`src/core/ids_pkg.sv`:
```
// Package for the invert / count-down-skip execution block.
// Assumes a 14-bit instruction word and an 8-bit data path.
`default_nettype none
package ids_pkg;
  localparam int INSTR_W = 14;
  localparam int DATA_W = 8;
  localparam int ADDR_W = 7;
  localparam logic [1:0] CLASS_BYTE = 2'h0;
  localparam logic [3:0] OPC_INVERT = 4'h9;
  localparam logic [3:0] OPC_COUNT_DOWN = 4'hb;
  localparam int CLASS_HI = 13;
  localparam int CLASS_LO = 12;
  localparam int OPC_HI = 11;
  localparam int OPC_LO = 8;
  localparam int TGT_BIT = 7;
  localparam int ADDR_HI = 6;
  localparam int ADDR_LO = 0;
  localparam logic [DATA_W-1:0] DATA_RST = 8'h00;
  localparam logic [ADDR_W-1:0] ADDR_RST = 7'h00;

  typedef enum {PH_ONE, PH_TWO, PH_THREE, PH_FOUR} ids_phase_e;

  // Write request toward accumulator or register file
  typedef struct packed {
    logic acc_we;
    logic reg_we;
    logic [ADDR_W-1:0] addr;
    logic [DATA_W-1:0] data;
  } ids_wr_s;
endpackage
`default_nettype wire

```
`src/core/ids_exec.sv`:
```
// Execution logic for the invert and count-down-skip instructions.
// Assumes the register file answers a read address combinationally and
// the core advances phases in lock step with this block's phase_four.
`timescale 1ns/1ps
`default_nettype none
module ids_exec
  import ids_pkg::*;
(
  input wire logic sys_clk,
  input wire logic srst,
  input wire logic [ids_pkg::INSTR_W-1:0] instr,
  input wire logic [ids_pkg::DATA_W-1:0] rd_data,
  output logic [ids_pkg::ADDR_W-1:0] rd_addr,
  output ids_pkg::ids_wr_s wr,
  output logic zero_we,
  output logic zero_val,
  output logic skip_active,
  output logic [1:0] phase,
  output logic instr_done
);
  import ids_pkg::*;

  ids_phase_e ph_r, ph_nxt;
  logic skip_r, skip_nxt;
  logic [INSTR_W-1:0] ir_r;
  logic [DATA_W-1:0] opnd_r, res_r;
  ids_wr_s wr_r;
  logic zero_we_r, zero_val_r;

  function automatic logic is_op(input logic [INSTR_W-1:0] w, input logic [3:0] opc);
    return w[CLASS_HI:CLASS_LO] == CLASS_BYTE && w[OPC_HI:OPC_LO] == opc;
  endfunction

  wire logic dec_inv = is_op(ir_r, OPC_INVERT) && !skip_r;
  wire logic dec_cnt = is_op(ir_r, OPC_COUNT_DOWN) && !skip_r;
  wire logic tgt = ir_r[TGT_BIT];
  wire logic [ADDR_W-1:0] addr = ir_r[ADDR_HI:ADDR_LO];
  wire logic [DATA_W-1:0] res_calc = dec_inv ? ~opnd_r : DATA_W'(opnd_r - 8'h01);
  wire logic at_end = ph_r == PH_FOUR;

  always_comb begin
    case (ph_r)
      PH_ONE: ph_nxt = PH_TWO;
      PH_TWO: ph_nxt = PH_THREE;
      PH_THREE: ph_nxt = PH_FOUR;
      PH_FOUR: ph_nxt = PH_ONE;
      default: ph_nxt = PH_ONE;
    endcase
  end

  // A zero count-down result turns the next whole cycle into a no-op
  assign skip_nxt = at_end ? (dec_cnt && res_r == DATA_RST) : skip_r;

  always_ff @(posedge sys_clk) begin
    if (srst) begin
      ph_r <= PH_ONE;
      skip_r <= 1'b0;
      ir_r <= '0;
      opnd_r <= DATA_RST;
      res_r <= DATA_RST;
      wr_r <= '0;
      zero_we_r <= 1'b0;
      zero_val_r <= 1'b0;
    end else begin
      ph_r <= ph_nxt;
      skip_r <= skip_nxt;
      wr_r <= '0;
      zero_we_r <= 1'b0;
      case (ph_r)
        PH_ONE: ir_r <= instr;
        PH_TWO: opnd_r <= rd_data;
        PH_THREE: res_r <= res_calc;
        PH_FOUR: begin
          if (dec_inv || dec_cnt) begin
            wr_r.acc_we <= !tgt;
            wr_r.reg_we <= tgt;
            wr_r.addr <= addr;
            wr_r.data <= res_r;
          end
          // Only the invert op touches the zero flag
          zero_we_r <= dec_inv;
          zero_val_r <= res_r == DATA_RST;
        end
        default: ;
      endcase
    end
  end

  assign rd_addr = addr;
  assign wr = wr_r;
  assign zero_we = zero_we_r;
  assign zero_val = zero_val_r;
  assign skip_active = skip_r;
  assign phase = 2'(ph_r);
  assign instr_done = at_end;

  property p_inv_zero;
    @(posedge sys_clk) disable iff (srst)
    (ph_r == PH_FOUR && dec_inv) |=> zero_we && zero_val == ($past(opnd_r) == 8'hff);
  endproperty
  a_inv_zero: assert property (p_inv_zero) else $error("invert zero flag wrong");

  property p_inv_tgt;
    @(posedge sys_clk) disable iff (srst)
    (ph_r == PH_FOUR && dec_inv) |=> wr.acc_we == !$past(tgt) && wr.reg_we == $past(tgt);
  endproperty
  a_inv_tgt: assert property (p_inv_tgt) else $error("invert target wrong");

  property p_inv_val;
    @(posedge sys_clk) disable iff (srst)
    (ph_r == PH_TWO && is_op(ir_r, OPC_INVERT) && !skip_r) |=> ##2 wr.data == ~$past(rd_data, 3);
  endproperty
  a_inv_val: assert property (p_inv_val) else $error("invert value wrong");

  property p_cnt_noflag;
    @(posedge sys_clk) disable iff (srst)
    (ph_r == PH_FOUR && dec_cnt) |=> !zero_we;
  endproperty
  a_cnt_noflag: assert property (p_cnt_noflag) else $error("count-down touched flag");

  property p_cnt_tgt;
    @(posedge sys_clk) disable iff (srst)
    (ph_r == PH_FOUR && dec_cnt) |=> (wr.acc_we ^ wr.reg_we) && wr.reg_we == $past(tgt);
  endproperty
  a_cnt_tgt: assert property (p_cnt_tgt) else $error("count-down target wrong");

  property p_skip;
    @(posedge sys_clk) disable iff (srst)
    (ph_r == PH_FOUR && dec_cnt) |=> skip_r == ($past(opnd_r) == 8'h01);
  endproperty
  a_skip: assert property (p_skip) else $error("skip decision wrong");

  property p_cnt_val;
    @(posedge sys_clk) disable iff (srst)
    (ph_r == PH_TWO && is_op(ir_r, OPC_COUNT_DOWN) && !skip_r) |=> ##2 wr.data == DATA_W'($past(rd_data, 3) - 8'h01);
  endproperty
  a_cnt_val: assert property (p_cnt_val) else $error("count-down value wrong");

  // The count-down's own write lands in the first skip clock, so the quiet window starts one later
  property p_skip_idle;
    @(posedge sys_clk) disable iff (srst)
    (ph_r == PH_ONE && skip_r) |=> (!wr.acc_we && !wr.reg_we && !zero_we) [*4] ##1 !skip_r;
  endproperty
  a_skip_idle: assert property (p_skip_idle) else $error("skip cycle not idle");

  // Checks on the outputs the rest of the core consumes
  // Phase must step once per clock; fetch is paced by it
  property p_phase_step;
    @(posedge sys_clk) disable iff (srst)
    !$past(srst) |-> phase == 2'($past(phase) + 2'h1);
  endproperty
  a_phase_step: assert property (p_phase_step) else $error("phase did not advance");

  property p_done_next;
    @(posedge sys_clk) disable iff (srst)
    instr_done |=> phase == 2'h0;
  endproperty
  a_done_next: assert property (p_done_next) else $error("cycle did not wrap after last phase");

  // Address holds from the read phase to the write so one target is seen
  property p_rd_addr_hold;
    @(posedge sys_clk) disable iff (srst)
    (ph_r != PH_ONE) |=> $stable(rd_addr);
  endproperty
  a_rd_addr_hold: assert property (p_rd_addr_hold) else $error("read address moved mid cycle");

  property p_wr_onehot;
    @(posedge sys_clk) disable iff (srst)
    !(wr.acc_we && wr.reg_we);
  endproperty
  a_wr_onehot: assert property (p_wr_onehot) else $error("both targets written at once");

  // Write address is the operand's, never the next instruction's
  property p_wr_addr;
    @(posedge sys_clk) disable iff (srst)
    (wr.acc_we || wr.reg_we) |-> wr.addr == $past(rd_addr);
  endproperty
  a_wr_addr: assert property (p_wr_addr) else $error("write address wrong");

  // Enables are strobes; a held enable would write twice
  property p_wr_pulse;
    @(posedge sys_clk) disable iff (srst)
    (wr.acc_we || wr.reg_we || zero_we) |=> !wr.acc_we && !wr.reg_we && !zero_we;
  endproperty
  a_wr_pulse: assert property (p_wr_pulse) else $error("write strobe held too long");

  // Other instruction classes belong to other decoders
  property p_class_quiet;
    @(posedge sys_clk) disable iff (srst)
    (ph_r == PH_FOUR && ir_r[CLASS_HI:CLASS_LO] != CLASS_BYTE) |=> !wr.acc_we && !wr.reg_we && !zero_we;
  endproperty
  a_class_quiet: assert property (p_class_quiet) else $error("foreign class wrote");

  // A skip may only come from a finished count-down
  property p_skip_src;
    @(posedge sys_clk) disable iff (srst)
    $rose(skip_r) |-> $past(dec_cnt) && phase == 2'h0;
  endproperty
  a_skip_src: assert property (p_skip_src) else $error("skip raised without count-down");

  property p_inv_noskip;
    @(posedge sys_clk) disable iff (srst)
    (ph_r == PH_FOUR && dec_inv) |=> !skip_r;
  endproperty
  a_inv_noskip: assert property (p_inv_noskip) else $error("invert caused a skip");

  // Skip covers a whole instruction cycle and never clears early
  property p_skip_hold;
    @(posedge sys_clk) disable iff (srst)
    (skip_r && ph_r != PH_FOUR) |=> skip_r;
  endproperty
  a_skip_hold: assert property (p_skip_hold) else $error("skip ended early");
endmodule // ids_exec
`default_nettype wire

```
`config.mk`:
```
export PLATFORM = sky130hd
export DESIGN_NAME = ids_exec
export DESIGN_NICKNAME = d
export VERILOG_FILES = /design/src/core/ids_pkg.sv /design/src/core/ids_exec.sv
export SDC_FILE = /design/constraint.sdc
export NUM_CORES = 1
export LEC_CHECK = 0
export BUFFER_PORTS_ARGS = -buffer_cell sky130_fd_sc_hd__buf_2
export CORE_MARGIN = 5
export CORE_UTILIZATION = 46
export DETAILED_ROUTE_END_ITERATION = 16
export GPL_ROUTABILITY_DRIVEN = 0
export PLACE_DENSITY = 0.74
export SLEW_MARGIN = 20
export SYNTH_ARGS = -nofsm -noshare
export SYNTH_HDL_FRONTEND = slang
export SYNTH_SLANG_ARGS = --single-unit
```
`constraint.sdc`:
```
create_clock -name sys_clk -period 1.4 [get_ports sys_clk]
set_input_delay 0.21 -clock sys_clk [delete_from_list [all_inputs] [get_ports sys_clk]]
set_output_delay 0.21 -clock sys_clk [all_outputs]
set_load 0.05 [all_outputs]
```
# Yosys cells after proc, flatten, opt, wreduce, memory -nomap -nowiden
# Cells that the tools add are included.
[word_totals]
mem_bits_rw = 0
n_memories = 0
in_bits = 24
regBits = 82
romBits = 0
word_cells = 36
out_inout_bits = 30
latchBits = 0
[classes]
mux = 2
mul = 0
n_div = 0
eq_ne = 6
n_lt_le_gt_ge = 0
addsub = 1
shifts = 0
n_reduce_logical = 13
bitwise = 3
[ops]
columns = ["op", "n"]
rows = [
  ["equality test 32 x 2 -> 1 bit, second input constant", 2],
  ["equality test 32 x 1 -> 1 bit, second input constant", 1],
  ["equality test 32 x 3 -> 1 bit, second input constant", 1],
  ["zero test 32 bit", 1],
  ["equality test 4 bit, second input constant", 2],
  ["zero test 8 bit", 1],
  ["2-to-1 mux 8 bit", 1],
  ["NOT 8 bit", 1],
  ["subtractor 8 x 1 -> 8 bit, second input constant", 1],
  ["one-hot mux 2 bit (3 select lines)", 1],
  ["logical AND 1 bit", 5],
  ["OR reduction 3 bit", 1],
  ["zero test 1 bit", 2],
  ["zero test 2 bit", 1],
  ["NOT 1 bit", 2],
  ["OR reduction 2 bit", 1],
  ["logical OR 1 bit", 1],
]

# Depth between registers and ports, before layout
[logic_depth]
depth_word = 6
depth_mapped = 7
mapped_depth_nobuf = 6

# Worst setup path before layout
# No wires, ideal clock.
[synth_path]
path_type = "register -> register"
start = "register ph_r[1]"
end = "register skip_r (netlist: skip_active)"
setup_time_ps = 66
slack_ps = -588
required_ps = 1334
n_path_buf = 0
stages_incl_launch_ff = 6
synth_period_minus_slack_ps = 1988
arrival_ps = 1922
path_cell_list = "dfxtp_1 -> ha_1 -> inv_1 -> nor4_2 -> a32oi_1 -> nor2_1"
[synth_between]
elab_chain_cells = 1
[synth_lines]
columns = ["item", "line", "rtl"]
rows = [
  ["start, declared", "ids_exec.sv:23", "ids_phase_e ph_r, ph_nxt;"],
  ["start signal, assigned", "ids_exec.sv:65", "ph_r <= ph_nxt;"],
  ["equality test 32 x 3 -> 1 bit", "ids_exec.sv:39", "wire logic at_end = ph_r == PH_FOUR;"],
  ["named net instr_done", "ids_exec.sv:19", "output logic instr_done"],
  ["end signal, assigned", "ids_exec.sv:66", "skip_r <= skip_nxt;"],
  ["end, declared", "ids_exec.sv:24", "logic skip_r, skip_nxt;"],
]
# The timed path passes the listed nets, and every way through them passes these cells.
# A chain may end at the register's enable or synchronous reset.

# Worst setup path after layout
[layout_path]
start = "register ir_r[13]"
end = "register res_r[3]"
[layout_between]
elab_chain_cells = 4
[layout_lines]
columns = ["item", "line", "rtl"]
rows = [
  ["start, declared", "ids_exec.sv:25", "logic [INSTR_W-1:0] ir_r;"],
  ["start signal, assigned", "ids_exec.sv:70", "PH_ONE: ir_r <= instr;"],
  ["zero test 2 bit", "ids_exec.sv:31", "return w[CLASS_HI:CLASS_LO] == CLASS_BYTE && w[OPC_HI:OPC_LO] == opc;"],
  ["logical AND 1 bit", "ids_exec.sv:31", ""],
  ["logical AND 1 bit", "ids_exec.sv:34", "wire logic dec_inv = is_op(ir_r, OPC_INVERT) && !skip_r;"],
  ["2-to-1 mux 8 bit", "ids_exec.sv:38", "wire logic [DATA_W-1:0] res_calc = dec_inv ? ~opnd_r : DATA_W'(opnd_r - 8'h01);"],
  ["end signal, assigned", "ids_exec.sv:72", "PH_THREE: res_r <= res_calc;"],
  ["end, declared", "ids_exec.sv:26", "logic [DATA_W-1:0] opnd_r, res_r;"],
]
# No other way between the ends.

==> impl_metrics.yaml <==
global_route:
  grt_antenna_before_repair: 0
  grt_max_degree: 18
  grt_pass1_wl_mm: 7.127
  overflow: 0
  global_route.usage.total_pct: 14.65
  grt_pass1_vias: 1580
logic_synthesis:
  synth.cell_area_sq_um: 2041
  post-synth-top-area-cell: "sky130_fd_sc_hd__dfxtp_1"
  synth_commonest_cells: "sky130_fd_sc_hd__dfxtp_1 (52), sky130_fd_sc_hd__nor2_1 (30), sky130_fd_sc_hd__mux2i_1 (22)"
  dominantRegCellSynth: "sky130_fd_sc_hd__dfxtp_1"
  yosysTopAreaCellShare_pct: 51.01
  synthesis.yosys.warnings: 0
  synth.most_common_cell: "sky130_fd_sc_hd__dfxtp_1"
  postSynthRegisterBits: 52
  syn-instance-count: 202
  synth_edf_count: 0
  async_flop_share_pct: 0
  ys_seq_area_share_pct: 51.01
  synthesis.nets: 231
  synth_top_cells_by_area: "sky130_fd_sc_hd__dfxtp_1 (51%), sky130_fd_sc_hd__mux2i_1 (11%), sky130_fd_sc_hd__nor2_1 (5.5%)"
  synth_cell_types: 33
  syn-mean-instance-area_sq_um: 10.10
power:
  power.density_nw_per_um2: 1566
  cell_internal_pwr_uw: 2725
  p_seq_share_pct: 44.4
  power_frac_clock_pct: 19.7
  switchingPower_uw: 1460
  power.share.combinational_pct: 35.9
  netSwitchingFraction_pct: 34.88
  ir_worst_vdd_mv: 1.079
  power.static_leakage_uw: 0.001272
floorplanning:
  initial_utilization_pct: 47.19
  fp.dieW_microns: 76.61
  floorplan.io_pins: 54
  core_sq_um: 4324
  dieHeight_microns: 76.61
  die_area_sq_um: 5868
  num_rows: 24
clock_tree:
  clk_pin_slew_worst_paths_ns: 0.09
  cts_made_buffers: 5
  cts.hold.buffers_added: 0
  cts.path.max_buffers: 2
  cts.sink_count: 52
  clk_root_buffer_cell: "sky130_fd_sc_hd__clkbuf_8"
  cts_tree: "yes"
  ctsHtreeMaxLevel: 2
  clock_insertion_delay_worst_skew_ns: 0.30
route:
  post_drt_wl_per_cell_microns: 13.34
  routed-via-count: 1584
  via_per_inst: 4.981
  post-route-drc-count: 0
  routed_wirelength_mm: 4.242
  ant_nets: 0
  drt-initial-drc-count: 65
  drt-pass1-iter-count: 4
critical_path:
  timing.reg2reg.worst_path_depth: 4
  critPathMaxFanout: 5
  cp_data_required_time_ns: 1.65
  cp_cell_sequence: "nor4b_4 -> nand2_2 -> a2111oi_2 -> a311o_2"
  critical_path.max_stage_delay_ns: 0.36
  crit_path_dat_ns: 1.66
  crit_path_top_delay_cell: "sky130_fd_sc_hd__a2111oi_2"
  setup.worst_path.start_class: "flop"
  path_class: "flop to flop"
  endpoint_kind: "flop"
placed_design:
  numPortBuffers: 53
  detailedPlacementHpwl_mm: 3.165
worst_hold_path:
  hold_class: "input port to flop"
  timing.hold.worst_path_depth: 3
layout:
  antennaDiodeCount: 0
  final_core_utilization_pct: 61.81
  post_route_cells_drive_above_1_share_pct: 41.73
  nets: 294
  area_growth_syn_to_layout_pct: 30.96
timing:
  setup_repair_after_global_routing_missed_its_margin: "yes"
  period_minus_slack_ns: 1.407
  slew_limit_fails: 0
  final_report_hold_violation_count: 0
  tightestPinTransition_ns: 0.3126
  post-route-period-util_pct: 100.5
  highest_achievable_clock_rate_ghz: 0.7106
  setup_ws_ns: -0.007313
  report.final.setup_viol: 3
  totalNegativeSetupSlack_ns: -0.01396
  max-slew-margin-rel_pct: 78.87
  clock_skew_ns: 0.008126
flow_run:
  maxCapViolations: 0
run_status:
  violations_in_the_final_reports: "setup timing"
  run_status: "finished, violations left"
cells by family (layout without fill, tap and decap cells):
logic type / Yosys count / after routing / share of synthesized area (%)
AND/OR/NAND/NOR: 79 / 79 / 21.09
buffers and inverters: 27 / 91 / 6.990
AO/OA/AOI/OAI: 17 / 17 / 7.051
flip-flops: 52 / 52 / 51.01
multiplexers: 22 / 22 / 10.79
adder cells (fa/ha/maj): 5 / 5 / 3.066
layout make-up:
| cell class | instances | area [sq um] |
|---|---|---|
| clock inverters | 2 | 11.26 |
| inverters | 7 | 32.53 |
| clock buffers | 6 | 72.57 |
| multi-input cells | 123 | 952.2 |
| fillers | 383 | 1652 |
| well taps | 52 | 65.06 |
| flip-flops and latches | 52 | 1056 |
| repair buffers | 76 | 483.0 |
power by group through the flow:
stage | clock (uW) | sequential, uW | combinational, uW
floorplan | 0 | 1920 | 961
global placement | 0 | 1870 | 1370
detailed placement | 0 | 1880 | 1380
CTS | 859 | 1850 | 1390
global route | 932 | 1890 | 1640
finish | 824 | 1860 | 1500
registers in the layout, indices dropped and copies added, names as in the netlist:
register / cells
ph_r: 2
skip_active: 1
wr: 17
zero_val: 1
res_r: 8
zero_we: 1
ir_r: 14
opnd_r: 8
timing repair:
action | 4_1_cts | 5_1_grt
gates resized for setup | 5 | 21
setup buffers | 0 | 2
setup endpoints to repair | 5 | 24
pin swaps | 1 | 4
cloned | 0 | 0
path summary, 6_finish.rpt:
kind / slack (ns) / end / startpoint
max reg2reg: -0.007 / res_r[3]$_SDFFE_PP0P_ / ir_r[13]$_SDFFE_PP0P_
min reg2reg: 0.43 / wr[16]$_SDFF_PP0_ / ir_r[7]$_SDFFE_PP0P_
min: 0.13 / opnd_r[4]$_SDFFE_PP0P_ / rd_data[4]
max: -0.007 / res_r[3]$_SDFFE_PP0P_ / ir_r[13]$_SDFFE_PP0P_
cells in the final DEF, fill, tap and decap left out, types with 2 or more instances in the layout:
master,synthesis,routed
sky130_fd_sc_hd__nor2_1,30,29
sky130_fd_sc_hd__and3_4,0,2
sky130_fd_sc_hd__dfxtp_1,52,46
sky130_fd_sc_hd__ha_4,0,2
sky130_fd_sc_hd__ha_1,5,3
sky130_fd_sc_hd__nor3_2,0,2
sky130_fd_sc_hd__and2_1,16,16
sky130_fd_sc_hd__a311o_2,3,3
sky130_fd_sc_hd__buf_4,8,18
sky130_fd_sc_hd__dfxtp_4,0,3
sky130_fd_sc_hd__buf_2,3,53
sky130_fd_sc_hd__buf_12,0,3
sky130_fd_sc_hd__nand2_1,5,4
sky130_fd_sc_hd__a2111oi_2,0,3
sky130_fd_sc_hd__inv_4,0,2
sky130_fd_sc_hd__nand3_1,5,5
sky130_fd_sc_hd__nor3_1,4,2
sky130_fd_sc_hd__nor2b_1,2,2
sky130_fd_sc_hd__inv_1,7,5
sky130_fd_sc_hd__dfxtp_2,0,3
sky130_fd_sc_hd__o21ai_1,0,3
sky130_fd_sc_hd__or3_1,3,3
sky130_fd_sc_hd__and3_1,5,3
sky130_fd_sc_hd__clkbuf_8,0,5
sky130_fd_sc_hd__mux2i_1,22,22
sky130_fd_sc_hd__buf_6,1,2
metrics by stage:
step | cell area, sq um | hold WS [ns] | setup WS [ns] | std cells | power [uW]
detailed placement | 2495 | 0.4246 | -0.07432 | 308 | 3259
global placement | 2495 | 0.4217 | 0.02653 | 308 | 3234
CTS | 2590 | 0.1235 | 0.001445 | 316 | 4096
global route | 2673 | 0.1304 | -0.1034 | 318 | 4457
floorplan | 2101 | 0.3572 | -0.006664 | 202 | 2884
finish | 2673 | 0.1295 | -0.007313 | 318 | 4185
metal layers:
| layer | track usage [%] | routed length (microns) |
|---|---|---|
| met3 | 4.492 | 220 |
| met2 | 24.49 | 2085 |
| met1 | 17.63 | 1872 |
| met4 | 5.245 | 64 |
| met5 | 0 | 0 |
worst max-delay path: cells and delay by family (launching register included):
kind / cells / cell delay (ns)
AOI/OAI and AO/OA: 2 / 0.52
and+or+nand+nor: 2 / 0.50
DFF: 1 / 0.34
No activity file was read; power rests on OpenSTA's default activity.
